===== src/rtl/i2css_pkg.sv =====
package i2css_pkg;
   // ==========================================
   // register offsets
   localparam logic [2:0] REG_SERIAL_CTRL0 = 3'h0;
   localparam logic [2:0] REG_STATUS_CTRL  = 3'h1;
   localparam logic [2:0] REG_DATA         = 3'h2;
   localparam logic [2:0] REG_OWN_ADDR     = 3'h3;
   localparam logic [2:0] REG_TIMEOUT      = 3'h4;

   // ==========================================
   // serial_ctrl0 fields
   localparam int unsigned CTRL0_MODE_LSB  = 5;
   localparam int unsigned CTRL0_UART_BIT  = 4;
   localparam int unsigned CTRL0_EN_BIT    = 1;
   localparam logic [2:0]  MODE_I2C_SLAVE  = 3'h6;
   localparam logic [7:0]  CTRL0_RESET     = 8'hE0;

   // ==========================================
   // i2c_status_control fields
   localparam int unsigned ST_XFER_DONE   = 7;
   localparam int unsigned ST_ADDR_MATCH  = 6;
   localparam int unsigned ST_BUS_BUSY    = 5;
   localparam int unsigned ST_DIR_TX      = 4;
   localparam int unsigned ST_ACK_TO_SEND = 3;
   localparam int unsigned ST_MASTER_RW   = 2;
   localparam int unsigned ST_WAKE_EN     = 1;
   localparam int unsigned ST_ACK_RX_N    = 0;
   localparam logic [7:0]  STATUS_RESET   = 8'h81;

   // ==========================================
   // time-out register fields
   localparam int unsigned TO_EN_BIT      = 7;
   localparam int unsigned TO_FLAG_BIT    = 6;
   localparam logic [7:0]  TO_RESET       = 8'h00;
   localparam logic [7:0]  OWN_ADDR_RESET = 8'h00;

   // ==========================================
   // timing
   localparam int unsigned SYS_CLK_NS     = 10;
   localparam int unsigned TO_UNIT_NS     = 976562;
   localparam int unsigned TO_UNIT_CYC    = TO_UNIT_NS / SYS_CLK_NS;
   localparam logic [3:0]  BITS_LAST      = 4'h7;
   localparam logic [3:0]  BITS_BYTE      = 4'h8;
   localparam logic [3:0]  BITS_ACK       = 4'h9;

   // ==========================================
   // protocol states
   typedef enum logic [7:0] {
      ST_IDLE      = 8'h01,
      ST_ADDR      = 8'h02,
      ST_ACK       = 8'h04,
      ST_STRETCH   = 8'h08,
      ST_RX        = 8'h10,
      ST_TX        = 8'h20,
      ST_TX_ACK    = 8'h40,
      ST_WAIT_STOP = 8'h80
   } i2css_state_t;
endpackage


===== src/rtl/i2css_slave.sv =====
// Added by the designer: strobed register access and the register offsets.
`timescale 1ns/10ps
// Behaviour
// - byte done sets done flag, interrupts
// - matched flag follows address compare result
// - start sets busy, stop clears busy
// - direction bit picks receive or transmit
// - ninth clock drives ack_to_send value
// - eighth address bit stored as master_rw
// - match with wake enable wakes device
// - transmit ninth clock samples master ack
// - master nack releases sda for stop
// - first seven bits msb-first are address
// - address match sets flag and interrupts
// - matched address acknowledged low on ninth
// - start is sda fall while scl high
// - hold scl until data written/read
// - one interrupt from three sources
// - active only uart off, mode 110, enabled
// - bytes eight bits msb first, low ack
// - time-out stops, flags, interrupts, resets status
module i2css_slave #(
   parameter logic [31:0] P_TO_UNIT_CYC = i2css_pkg::TO_UNIT_CYC
) (
   // clock and reset
   input  wire logic       i_sys_clk,
   input  wire logic       i_sys_rst,
   // register port
   input  wire logic [2:0] i_addr,
   input  wire logic [7:0] i_wdata,
   input  wire logic       i_wr,
   input  wire logic       i_rd,
   output logic      [7:0] o_rdata,
   // bus pins
   input  wire logic       i_scl,
   output logic            o_scl,
   output logic            o_scl_oe_n,
   input  wire logic       i_sda,
   output logic            o_sda,
   output logic            o_sda_oe_n,
   // system events
   output logic            o_irq,
   output logic            o_wake
);
   // ==========================================
   // pin synchronisers
   logic scl_s1_q, scl_s2_q, scl_s3_q;
   logic sda_s1_q, sda_s2_q, sda_s3_q;

   always_ff @(posedge i_sys_clk or posedge i_sys_rst)
   begin
      if (i_sys_rst)
      begin
         scl_s1_q <= 1'b1;
         scl_s2_q <= 1'b1;
         scl_s3_q <= 1'b1;
         sda_s1_q <= 1'b1;
         sda_s2_q <= 1'b1;
         sda_s3_q <= 1'b1;
      end
      else
      begin
         scl_s1_q <= i_scl;
         scl_s2_q <= scl_s1_q;
         scl_s3_q <= scl_s2_q;
         sda_s1_q <= i_sda;
         sda_s2_q <= sda_s1_q;
         sda_s3_q <= sda_s2_q;
      end
   end

   logic scl_rise, scl_fall, start_det, stop_det;
   assign scl_rise  = scl_s2_q & ~scl_s3_q;
   assign scl_fall  = ~scl_s2_q & scl_s3_q;
   assign start_det = scl_s2_q & scl_s3_q & sda_s3_q & ~sda_s2_q;
   assign stop_det  = scl_s2_q & scl_s3_q & ~sda_s3_q & sda_s2_q;

   // ==========================================
   // software registers
   logic [7:0] ctrl0_q, own_addr_q, data_q;
   logic       dir_tx_q, ack_to_send_q, wake_en_q;
   logic       to_en_q, to_flag_q, to_evt_q;
   logic [5:0] to_period_q;
   logic       en;
   assign en = ~ctrl0_q[i2css_pkg::CTRL0_UART_BIT] & ctrl0_q[i2css_pkg::CTRL0_EN_BIT]
             & (ctrl0_q[i2css_pkg::CTRL0_MODE_LSB +: 3] == i2css_pkg::MODE_I2C_SLAVE);

   logic wr_ctrl0, wr_stat, wr_data, wr_own, wr_to, rd_data;
   assign wr_ctrl0 = i_wr & (i_addr == i2css_pkg::REG_SERIAL_CTRL0);
   assign wr_stat  = i_wr & (i_addr == i2css_pkg::REG_STATUS_CTRL);
   assign wr_data  = i_wr & (i_addr == i2css_pkg::REG_DATA);
   assign wr_own   = i_wr & (i_addr == i2css_pkg::REG_OWN_ADDR);
   assign wr_to    = i_wr & (i_addr == i2css_pkg::REG_TIMEOUT);
   assign rd_data  = i_rd & (i_addr == i2css_pkg::REG_DATA);

   // ==========================================
   // protocol state
   i2css_pkg::i2css_state_t state_q;
   logic [3:0] bitcnt_q;
   logic [7:0] shift_q;
   logic [7:0] shin;
   logic       nack_q;
   logic       xfer_done_q, addr_matched_q, bus_busy_q, master_rw_q, ack_received_n_q;
   logic       go, svc, match_evt, rxdone_evt, txdone_evt;

   assign shin       = {shift_q[6:0], sda_s2_q};
   assign go         = en & ~to_evt_q & ~start_det & ~stop_det;
   assign match_evt  = go & (state_q == i2css_pkg::ST_ADDR) & scl_rise & (bitcnt_q == i2css_pkg::BITS_LAST)
                     & (shin[7:1] == own_addr_q[7:1]);
   assign rxdone_evt = go & (state_q == i2css_pkg::ST_RX) & scl_rise & (bitcnt_q == i2css_pkg::BITS_LAST);
   assign txdone_evt = go & (state_q == i2css_pkg::ST_TX) & scl_fall & (bitcnt_q == i2css_pkg::BITS_BYTE);
   // tx is serviced by a data write, rx by a dummy data read
   assign svc = (state_q == i2css_pkg::ST_STRETCH) & (dir_tx_q ? wr_data : rd_data);

   always_ff @(posedge i_sys_clk or posedge i_sys_rst)
   begin
      if (i_sys_rst)
      begin
         state_q          <= i2css_pkg::ST_IDLE;
         bitcnt_q         <= 4'h0;
         shift_q          <= 8'h00;
         nack_q           <= 1'b0;
         o_sda_oe_n       <= 1'b1;
         o_scl_oe_n       <= 1'b1;
         xfer_done_q      <= 1'b1;
         addr_matched_q   <= 1'b0;
         bus_busy_q       <= 1'b0;
         master_rw_q      <= 1'b0;
         ack_received_n_q <= 1'b1;
      end
      else if (!en || to_evt_q)
      begin
         // disabled or timed out: flags back to power-on values
         state_q          <= i2css_pkg::ST_IDLE;
         o_sda_oe_n       <= 1'b1;
         o_scl_oe_n       <= 1'b1;
         xfer_done_q      <= 1'b1;
         addr_matched_q   <= 1'b0;
         bus_busy_q       <= 1'b0;
         master_rw_q      <= 1'b0;
         ack_received_n_q <= 1'b1;
      end
      else if (start_det)
      begin
         // repeated start also lands here; we never make one ourselves
         bus_busy_q     <= 1'b1;
         addr_matched_q <= 1'b0;
         state_q        <= i2css_pkg::ST_ADDR;
         bitcnt_q       <= 4'h0;
         o_sda_oe_n     <= 1'b1;
         o_scl_oe_n     <= 1'b1;
      end
      else if (stop_det)
      begin
         bus_busy_q <= 1'b0;
         state_q    <= i2css_pkg::ST_IDLE;
         o_sda_oe_n <= 1'b1;
         o_scl_oe_n <= 1'b1;
      end
      else
      begin
         case (state_q)
            i2css_pkg::ST_ADDR:
               if (scl_rise)
               begin
                  shift_q  <= shin;
                  bitcnt_q <= bitcnt_q + 4'h1;
                  if (bitcnt_q == i2css_pkg::BITS_LAST)
                  begin
                     if (match_evt)
                     begin
                        addr_matched_q <= 1'b1;
                        master_rw_q    <= sda_s2_q;
                        nack_q         <= 1'b0;
                        state_q        <= i2css_pkg::ST_ACK;
                     end
                     else
                     begin
                        addr_matched_q <= 1'b0;
                        state_q        <= i2css_pkg::ST_WAIT_STOP;
                     end
                  end
               end
            i2css_pkg::ST_ACK:
               if (scl_fall)
               begin
                  if (bitcnt_q == i2css_pkg::BITS_BYTE)
                  begin
                     o_sda_oe_n <= nack_q;
                     bitcnt_q   <= i2css_pkg::BITS_ACK;
                  end
                  else
                  begin
                     o_sda_oe_n <= 1'b1;
                     o_scl_oe_n <= 1'b0;
                     state_q    <= i2css_pkg::ST_STRETCH;
                  end
               end
            i2css_pkg::ST_STRETCH:
               if (svc)
               begin
                  o_scl_oe_n  <= 1'b1;
                  xfer_done_q <= 1'b0;
                  if (dir_tx_q)
                  begin
                     // first bit goes out in the same cycle that scl is let go
                     shift_q    <= i_wdata;
                     o_sda_oe_n <= i_wdata[7];
                     bitcnt_q   <= 4'h1;
                     state_q    <= i2css_pkg::ST_TX;
                  end
                  else
                  begin
                     bitcnt_q <= 4'h0;
                     state_q  <= i2css_pkg::ST_RX;
                  end
               end
            i2css_pkg::ST_RX:
               if (scl_rise)
               begin
                  shift_q  <= shin;
                  bitcnt_q <= bitcnt_q + 4'h1;
                  if (rxdone_evt)
                  begin
                     xfer_done_q <= 1'b1;
                     nack_q      <= ack_to_send_q;
                     state_q     <= i2css_pkg::ST_ACK;
                  end
               end
            i2css_pkg::ST_TX:
               if (scl_fall)
               begin
                  if (txdone_evt)
                  begin
                     xfer_done_q <= 1'b1;
                     o_sda_oe_n  <= 1'b1;
                     state_q     <= i2css_pkg::ST_TX_ACK;
                  end
                  else
                  begin
                     o_sda_oe_n <= shift_q[6];
                     shift_q    <= {shift_q[6:0], 1'b0};
                     bitcnt_q   <= bitcnt_q + 4'h1;
                  end
               end
            i2css_pkg::ST_TX_ACK:
               if (scl_rise)
               begin
                  ack_received_n_q <= sda_s2_q;
                  bitcnt_q         <= i2css_pkg::BITS_ACK;
                  // nack: leave sda released and wait for the master's stop
                  state_q <= sda_s2_q ? i2css_pkg::ST_WAIT_STOP : i2css_pkg::ST_ACK;
               end
            i2css_pkg::ST_IDLE, i2css_pkg::ST_WAIT_STOP:
               o_sda_oe_n <= 1'b1;
            default:
               state_q <= i2css_pkg::ST_IDLE;
         endcase
      end
   end

   // ==========================================
   // software registers and data buffer
   always_ff @(posedge i_sys_clk or posedge i_sys_rst)
   begin
      if (i_sys_rst)
      begin
         ctrl0_q       <= i2css_pkg::CTRL0_RESET;
         own_addr_q    <= i2css_pkg::OWN_ADDR_RESET;
         data_q        <= 8'h00;
         dir_tx_q      <= 1'b0;
         ack_to_send_q <= 1'b0;
         wake_en_q     <= 1'b0;
         to_en_q       <= 1'b0;
         to_flag_q     <= 1'b0;
         to_period_q   <= 6'h00;
      end
      else
      begin
         if (wr_ctrl0)
            ctrl0_q <= i_wdata;
         if (wr_own)
            own_addr_q <= i_wdata;
         if (rxdone_evt)
            data_q <= shin;
         else if (wr_data)
            data_q <= i_wdata;
         // status writable bits return to power-on values on time-out
         if (to_evt_q)
         begin
            dir_tx_q      <= i2css_pkg::STATUS_RESET[i2css_pkg::ST_DIR_TX];
            ack_to_send_q <= i2css_pkg::STATUS_RESET[i2css_pkg::ST_ACK_TO_SEND];
            wake_en_q     <= i2css_pkg::STATUS_RESET[i2css_pkg::ST_WAKE_EN];
         end
         else if (wr_stat)
         begin
            dir_tx_q      <= i_wdata[i2css_pkg::ST_DIR_TX];
            ack_to_send_q <= i_wdata[i2css_pkg::ST_ACK_TO_SEND];
            wake_en_q     <= i_wdata[i2css_pkg::ST_WAKE_EN];
         end
         if (wr_to)
            to_period_q <= i_wdata[5:0];
         // hardware set of the flag wins over a clearing write
         if (to_evt_q)
         begin
            to_en_q   <= 1'b0;
            to_flag_q <= 1'b1;
         end
         else if (wr_to)
         begin
            to_en_q   <= i_wdata[i2css_pkg::TO_EN_BIT];
            to_flag_q <= i_wdata[i2css_pkg::TO_FLAG_BIT];
         end
      end
   end

   // ==========================================
   // time-out counter
   logic [31:0] pre_q;
   logic [5:0]  unit_q;
   logic        to_run_q;

   always_ff @(posedge i_sys_clk or posedge i_sys_rst)
   begin
      if (i_sys_rst)
      begin
         pre_q    <= 32'h0;
         unit_q   <= 6'h00;
         to_run_q <= 1'b0;
         to_evt_q <= 1'b0;
      end
      else
      begin
         to_evt_q <= 1'b0;
         if (!en || stop_det || to_evt_q)
            to_run_q <= 1'b0;
         else if (match_evt)
            to_run_q <= 1'b1;
         if (scl_fall || !to_run_q || !to_en_q)
         begin
            pre_q  <= 32'h0;
            unit_q <= 6'h00;
         end
         else if (pre_q == P_TO_UNIT_CYC - 32'h1)
         begin
            pre_q  <= 32'h0;
            unit_q <= unit_q + 6'h01;
            if (unit_q == to_period_q)
               to_evt_q <= 1'b1;
         end
         else
            pre_q <= pre_q + 32'h1;
      end
   end

   // ==========================================
   // read port and event outputs
   always_ff @(posedge i_sys_clk or posedge i_sys_rst)
   begin
      if (i_sys_rst)
      begin
         o_rdata <= 8'h00;
         o_irq   <= 1'b0;
         o_wake  <= 1'b0;
         o_scl   <= 1'b0;
         o_sda   <= 1'b0;
      end
      else
      begin
         o_scl   <= 1'b0;
         o_sda   <= 1'b0;
         o_irq   <= match_evt | rxdone_evt | txdone_evt | to_evt_q;
         o_wake  <= match_evt & wake_en_q;
         o_rdata <= 8'h00;
         if (i_rd)
         begin
            case (i_addr)
               i2css_pkg::REG_SERIAL_CTRL0: o_rdata <= ctrl0_q;
               i2css_pkg::REG_STATUS_CTRL:  o_rdata <= {xfer_done_q, addr_matched_q, bus_busy_q, dir_tx_q,
                                                       ack_to_send_q, master_rw_q, wake_en_q, ack_received_n_q};
               i2css_pkg::REG_DATA:         o_rdata <= data_q;
               i2css_pkg::REG_OWN_ADDR:     o_rdata <= own_addr_q;
               i2css_pkg::REG_TIMEOUT:      o_rdata <= {to_en_q, to_flag_q, to_period_q};
               default:                     o_rdata <= 8'h00;
            endcase
         end
      end
   end
endmodule // i2css_slave


===== config.mk =====
export PLATFORM = sky130hd
export DESIGN_NAME = i2css_slave
export DESIGN_NICKNAME = d
export VERILOG_FILES = /design/src/rtl/i2css_pkg.sv /design/src/rtl/i2css_slave.sv
export SDC_FILE = /design/constraint.sdc
export NUM_CORES = 1
export LEC_CHECK = 0
export ABC_CLOCK_PERIOD_IN_PS = 3200
export BUFFER_PORTS_ARGS = -buffer_cell sky130_fd_sc_hd__buf_4
export CAP_MARGIN = 40
export CORE_MARGIN = 3
export CORE_UTILIZATION = 38
export DETAILED_ROUTE_END_ITERATION = 10
export SYNTH_ARGS = -nofsm -noshare
export SYNTH_HDL_FRONTEND = slang
export SYNTH_SLANG_ARGS = --single-unit

===== constraint.sdc =====
create_clock -name i_sys_clk -period 3.2 [get_ports i_sys_clk]
set_input_delay 0.16 -clock i_sys_clk [delete_from_list [all_inputs] [get_ports i_sys_clk]]
set_output_delay 0.16 -clock i_sys_clk [all_outputs]
set_load 0.02 [all_outputs]

# Word-level counts from Yosys, hierarchy flattened
# Index checks and enable logic that the tools add are counted.
totals:
  reg_bits: 118
  output_inout_bits: 14
  inputBits: 17
  wordCells: 287
classes:
  n_mux: 112
  add_sub_neg: 3
  eq_ne: 56
  n_reduce_logical: 41
  bitwise_logic: 42
ops:
  columns: ["op", "count"]
  rows:
  - ["$mux W8", 18]
  - ["$mux W1", 67]
  - ["$mux W32", 2]
  - ["$pmux W8 S7", 1]
  - ["$pmux W8 S5", 1]
  - ["$mux W4", 9]
  - ["$mux W7", 5]
  - ["$ne A5 B4 Y1 const B", 7]
  - ["$add A32 B1 Y32 const B", 1]
  - ["$eq A32 B17 Y1 const B", 1]
  - ["$and A1 B1 Y1", 30]
  - ["$reduce_bool A2 Y1", 11]
  - ["$pmux W7 S3", 1]
  - ["$pmux W4 S5", 1]
  - ["$mux W6", 3]
  - ["$ne A2 B2 Y1 const B", 9]
  - ["$ne A3 B2 Y1 const B", 6]
  - ["$ne A3 B3 Y1 const B", 6]
  - ["$reduce_and A9 Y1", 2]
  - ["$ne A5 B5 Y1 const B", 3]
  - ["$reduce_bool A3 Y1", 5]
  - ["$reduce_and A4 Y1", 3]
  - ["$reduce_and A11 Y1", 1]
  - ["$reduce_and A10 Y1", 1]
  - ["other kinds (37)", 60]

# Logic depth before layout (Yosys ltp)
depth:
  depth_word: 17
  ltp_mapped: 9
  ltp_nobuf: 8

# Worst setup path before layout
# OpenSTA, ideal clock, no wires.
synth_timing:
  path_type: "reg2reg"
  from: "register state_q[2]"
  to: "register shift_q[0]"
  path_slack_ns: 0.517
  required_ns: 3.075
  period_less_slack_ns: 2.683
  path_buffers: 3
  arrival_ns: 2.558
  path_stages_with_launch: 9
  setup_time_ns: 0.125
  path_cell_list: "dfrtp_1 > buf_2 > or4_1 > buf_2 > or4_1 > buf_2 > and3_4 > nor4_4 > mux2_2"
synth_between:
  elab_chain_cells: 6
  word_cells_on_any_way: 17
  classes_between: "eq/ne: 9; mux: 1; bitwise: 4; reduce/logical: 3"
synth_rtl:
  columns: ["item", "line_no", "rtl"]
  rows:
  - ["start: declaration", "i2css_slave.sv:98", "i2css_pkg::i2css_state_t state_q;"]
  - ["start signal: assignment", "i2css_slave.sv:119", "state_q <= i2css_pkg::ST_IDLE;"]
  - ["start signal: assignment", "i2css_slave.sv:134", "state_q <= i2css_pkg::ST_IDLE;"]
  - ["start signal: assignment", "i2css_slave.sv:148", "state_q <= i2css_pkg::ST_ADDR;"]
  - ["$eq A8 B6 Y1", "i2css_slave.sv:111, i2css_slave.sv:162", null]
  - ["$and A1 B1 Y1 (3 in series)", "i2css_slave.sv:111", "assign txdone_evt = go & (state_q == i2css_pkg::ST_TX) & scl_fall & (bitcnt_q == i2css_pkg::BITS_BYTE);"]
  - ["$ne A2 B2 Y1 (no source line)", null, null]
  - ["$reduce_and A9 Y1 (no source line)", null, null]
  - ["end signal: assignment", "i2css_slave.sv:166", "shift_q <= shin;"]
  - ["end signal: assignment", "i2css_slave.sv:207", "shift_q <= i_wdata;"]
  - ["end signal: assignment", "i2css_slave.sv:221", "shift_q <= shin;"]
  - ["end: declaration", "i2css_slave.sv:100", "logic [7:0] shift_q;"]
# Several ways; a longest one is shown, not always the timed one.
# A chain may end at the register's enable or synchronous reset.

# Worst setup path in the final report
layout_timing:
  from: "register state_q[2]"
  to: "register shift_q[4]"
# The elaborated chain is that of the path after synthesis.

==> reports/results.tsv <==
stage	metric	value	unit
cts	cts_inserted_buffers	17	
placement	dp_hpwl	12030	µm
min_path	hp-class	primary input to flop	
critical_path	cp_data_arrival_time	3310	ps
global_route	grt_max_degree	45	
sta	tightest_slew	654.7	ps
cts	cts_hold_buf	3	
die	dieHeight	134.4	µm
route	drtIter0Drc	364	
route	ant_nets	0	
yosys	postSynthAreaPerCell	10.15	µm²
power_and_ir_drop	p_sw	1.030	mW
critical_path	endpoint_kind	flop	
die	start_util	39.13	%
power_and_ir_drop	power_density	530.3	nW/µm²
yosys	yosys.area_share.xor_xnor	7.414	%
power_and_ir_drop	clkPwrFrac	46.8	%
cts	cts-root-buf	clkbuf_16	
power_and_ir_drop	p_int	2.886	mW
die	rows	46	
sta	fmax	333.0	MHz
yosys	synth-simple-area-share	21.20	%
cts	cts_resized	0	
cts	cts.path.max_buffers	2	
route	post_drt_wl_per_cell	18.50	µm
sta	final_hold_viol_count	0	
sta	rsz0062_at_grt	no	
yosys	synth_compound_area_share	9.253	%
final_layout	insertedDiodeCount	0	
sta	max_slew_margin	55.95	%
die	die_area	18050	µm²
final_layout	syn_to_final_growth	17.95	%
global_route	grt_pass1_wl	26590	µm
critical_path	path_cells	or4_1, buf_4, nor4_1, nand2_1, and3_4, nor4_4, mux2_2	
sta	drv_slew	0	
yosys	synth_top_family_by_area	simple AND/OR/NAND/NOR gates	
cts	clock_latency	420	ps
route	vias	4850	
global_route	grt_pass1_vias	4797	
sta	timing.hold.ws	15.60	ps
critical_path	cp-start-kind	flop	
route	via_per_inst	5.480	
critical_path	criticalPathCategory	flop to flop	
global_route	globalRouteOverflowTotal	0	
yosys	synthMuxAreaShare	11.01	%
yosys	yosysSeqAreaShare	47.44	%
sta	finalClockSkew	9.560	ps
flow_run	max_cap_viol_count	0	
sta	setup-tns-final	0	ps
die	ios	31	
cts	cts_num_sinks	118	
route	wl	16370	µm
global_route	track_usage	18.96	%
yosys	synth_ff_type	dfrtp_1	
run_status	status	finished, final reports clean	
sta	fin_crit	3003	ps
critical_path	cpMaxStageDelayCell	or4_1	
sta	post-route-period-util	93.85	%
die	die_x	134.4	µm
cts	cts_tree	yes	
final_layout	fillers	1557	
power_and_ir_drop	max-vdd-ir-drop	0.0003926	V
yosys	ys_warn_count	0	
power_and_ir_drop	pwr-share-comb	9.8	%
yosys	synth-edff-count	0	
power_and_ir_drop	p_sw_share	26.31	%
global_route	antenna_found_initial	0	
critical_path	max_stage_delay	640	ps
power_and_ir_drop	p_leak	3.063	nW
critical_path	crit_required	3500	ps
die	core_area	16000	µm²
route	dr.pass1.iters	5	
route	drc	0	
yosys	synth_cells	617	
yosys	ys_ff_latch	118	
final_layout	fin_nets	677	
yosys	syn_area	6261	µm²
sta	setup_violations	0	
power_and_ir_drop	p_seq_share	43.4	%
yosys	synthAdderAreaFrac	0.7994	%
cts	clkTransAtPathRegs	60	ps
yosys	async_flop_share	100.0	%
placement	io_buffer_count	28	
cts	post-cts-setup-buffers	0	
critical_path	cp_max_fo	9	
final_layout	drive_above_1_share	22.42	%
placement	gp_congestion	0.9479	
yosys	synth.distinct_cells	60	
cts	cts_htree_levels	4	
==> path summary, 6_finish.rpt <==
path                       startpoint          endpoint  slack (ps)  cells past startpoint
setup / recovery           state_q[2]        shift_q[4]         200                      7
hold / removal                   i_rd        o_rdata[0]          20                      2
setup reg to reg           state_q[2]        shift_q[4]         200                      7
hold reg to reg              scl_s1_q          scl_s2_q         360                      0
max in group asynchronous   i_sys_rst  ack_received_n_q        2160                      5
min in group asynchronous   i_sys_rst          sda_s1_q         390                      3
==> power groups by stage <==
stage | Combinational, mW | Clock [mW] | Sequential, mW
4_1_cts | 0.388 | 1.87 | 1.70
5_1_grt | 0.424 | 1.94 | 1.71
3_5_place_dp | 0.382 | 0 | 1.72
2_1_floorplan | 0.255 | 0 | 1.70
3_3_place_gp | 0.372 | 0 | 1.72
6_report | 0.385 | 1.83 | 1.70
==> state kept, by name, indices dropped and copies added (netlist names), 4 cells and up <==
| name | count |
|---|---|
| to_period_q | 6 |
| ctrl0_q | 8 |
| unit_q | 6 |
| pre_q | 32 |
| state_q | 8 |
| o_rdata | 8 |
| bitcnt_q | 4 |
| shift_q | 7 |
| data_q | 8 |
| own_addr_q | 8 |
==> kinds of logic after synthesis <==
| family | count (synthesis) |
|---|---|
| buf+inv | 42 |
| fa+ha+maj | 4 |
| compound gates | 87 |
| simple gates | 249 |
| xor+xnor | 53 |
| other cells | 1 |
| mux | 63 |
| flops | 118 |
==> per-layer routing <==
metal	vias up	wire length, µm	GRT usage, %
met4	0	287	7.070
li1	2286	-	-
met3	17	800	3.826
met5	-	0	0
met1	2408	8145	28.35
met2	139	7138	27.09
==> stage by stage <==
step / util [%] / worst slack [ps] / instance area, µm² / power [mW] / std cells
5_1_grt: 46.15 / 37.91 / 7385 / 4.082 / 885
4_1_cts: 46.15 / 240.2 / 7385 / 3.951 / 885
3_3_place_gp: 42.16 / 391.0 / 6746 / 2.090 / 847
2_1_floorplan: - / 516.9 / 6269 / 1.960 / 618
6_report: 46.15 / 196.8 / 7385 / 3.916 / 885
3_5_place_dp: 42.38 / 271.8 / 6782 / 2.106 / 850
==> layout by cell type (no fill, tap or decap), types with 7 or more instances in the layout <==
cell type	n
inv_1	10
and2_1	11
xor2_1	30
a21oi_1	8
nand4_1	14
a22oi_1	17
o21ai_0	24
xnor2_1	23
clkbuf_16	17
dfrtp_1	104
or4_1	7
dfstp_2	14
mux2i_1	16
nand3_1	26
nor4_1	12
o22ai_1	9
nor2_1	65
nor3_1	9
nor2b_1	15
mux2_2	47
and3_1	12
buf_4	45
nand2_1	45
==> worst max-delay path: cells and delay by family (launching register included) <==
kind	cells	cell delay, ps
muxes	1	400
DFF	1	470
buffers and inverters	1	200
and+or+nand+nor	5	1800
==> cell type report <==
cell class / instances / area (µm²) / share of cell area [%]
timing repair buffer: 50 / 407.9 / 5.524
tap: 216 / 270.3 / 3.660
multi-input combinational: 458 / 3118 / 42.22
sequential: 118 / 2970 / 40.22
clock buffer: 17 / 425.4 / 5.761
inverter: 11 / 45.04 / 0.6100
clock inverter: 15 / 147.6 / 1.999
==> synth_stat cells, drive strengths merged, types with 2 or more instances <==
cell     instances  area, µm²
o21ai           25      125.1
mux2i           16      160.2
o2bb2ai          3      26.28
a31oi            3      18.77
nor2            65      244.0
nand4           14      87.58
a221oi           2      17.52
and3b            3      26.28
and2            11      68.82
nor4            14      108.9
buf              9      52.54
o22ai            9      56.30
dfstp           14      367.9
clkbuf          22      82.58
mux2            47      529.3
nand3           26      130.1
or4              7      52.55
o211ai           4      30.03
nor3            10      55.05
a21oi            8      40.04
inv             11      41.29
nor4b            4      35.03
a22o             2      17.52
and4             6      52.55
nand2b           5      31.28
nand2           45      168.9
nor2b           15      93.84
o2111ai          4      35.03
a22oi           17      127.6
or2              4      25.03
and3            13      86.33
nor4bb           2      20.02
ha               4      50.05
o31ai            2      15.01
xnor2           23      201.4
xor2            30      262.8
dfrtp          104       2603
Power figures use the tool's default switching activity.
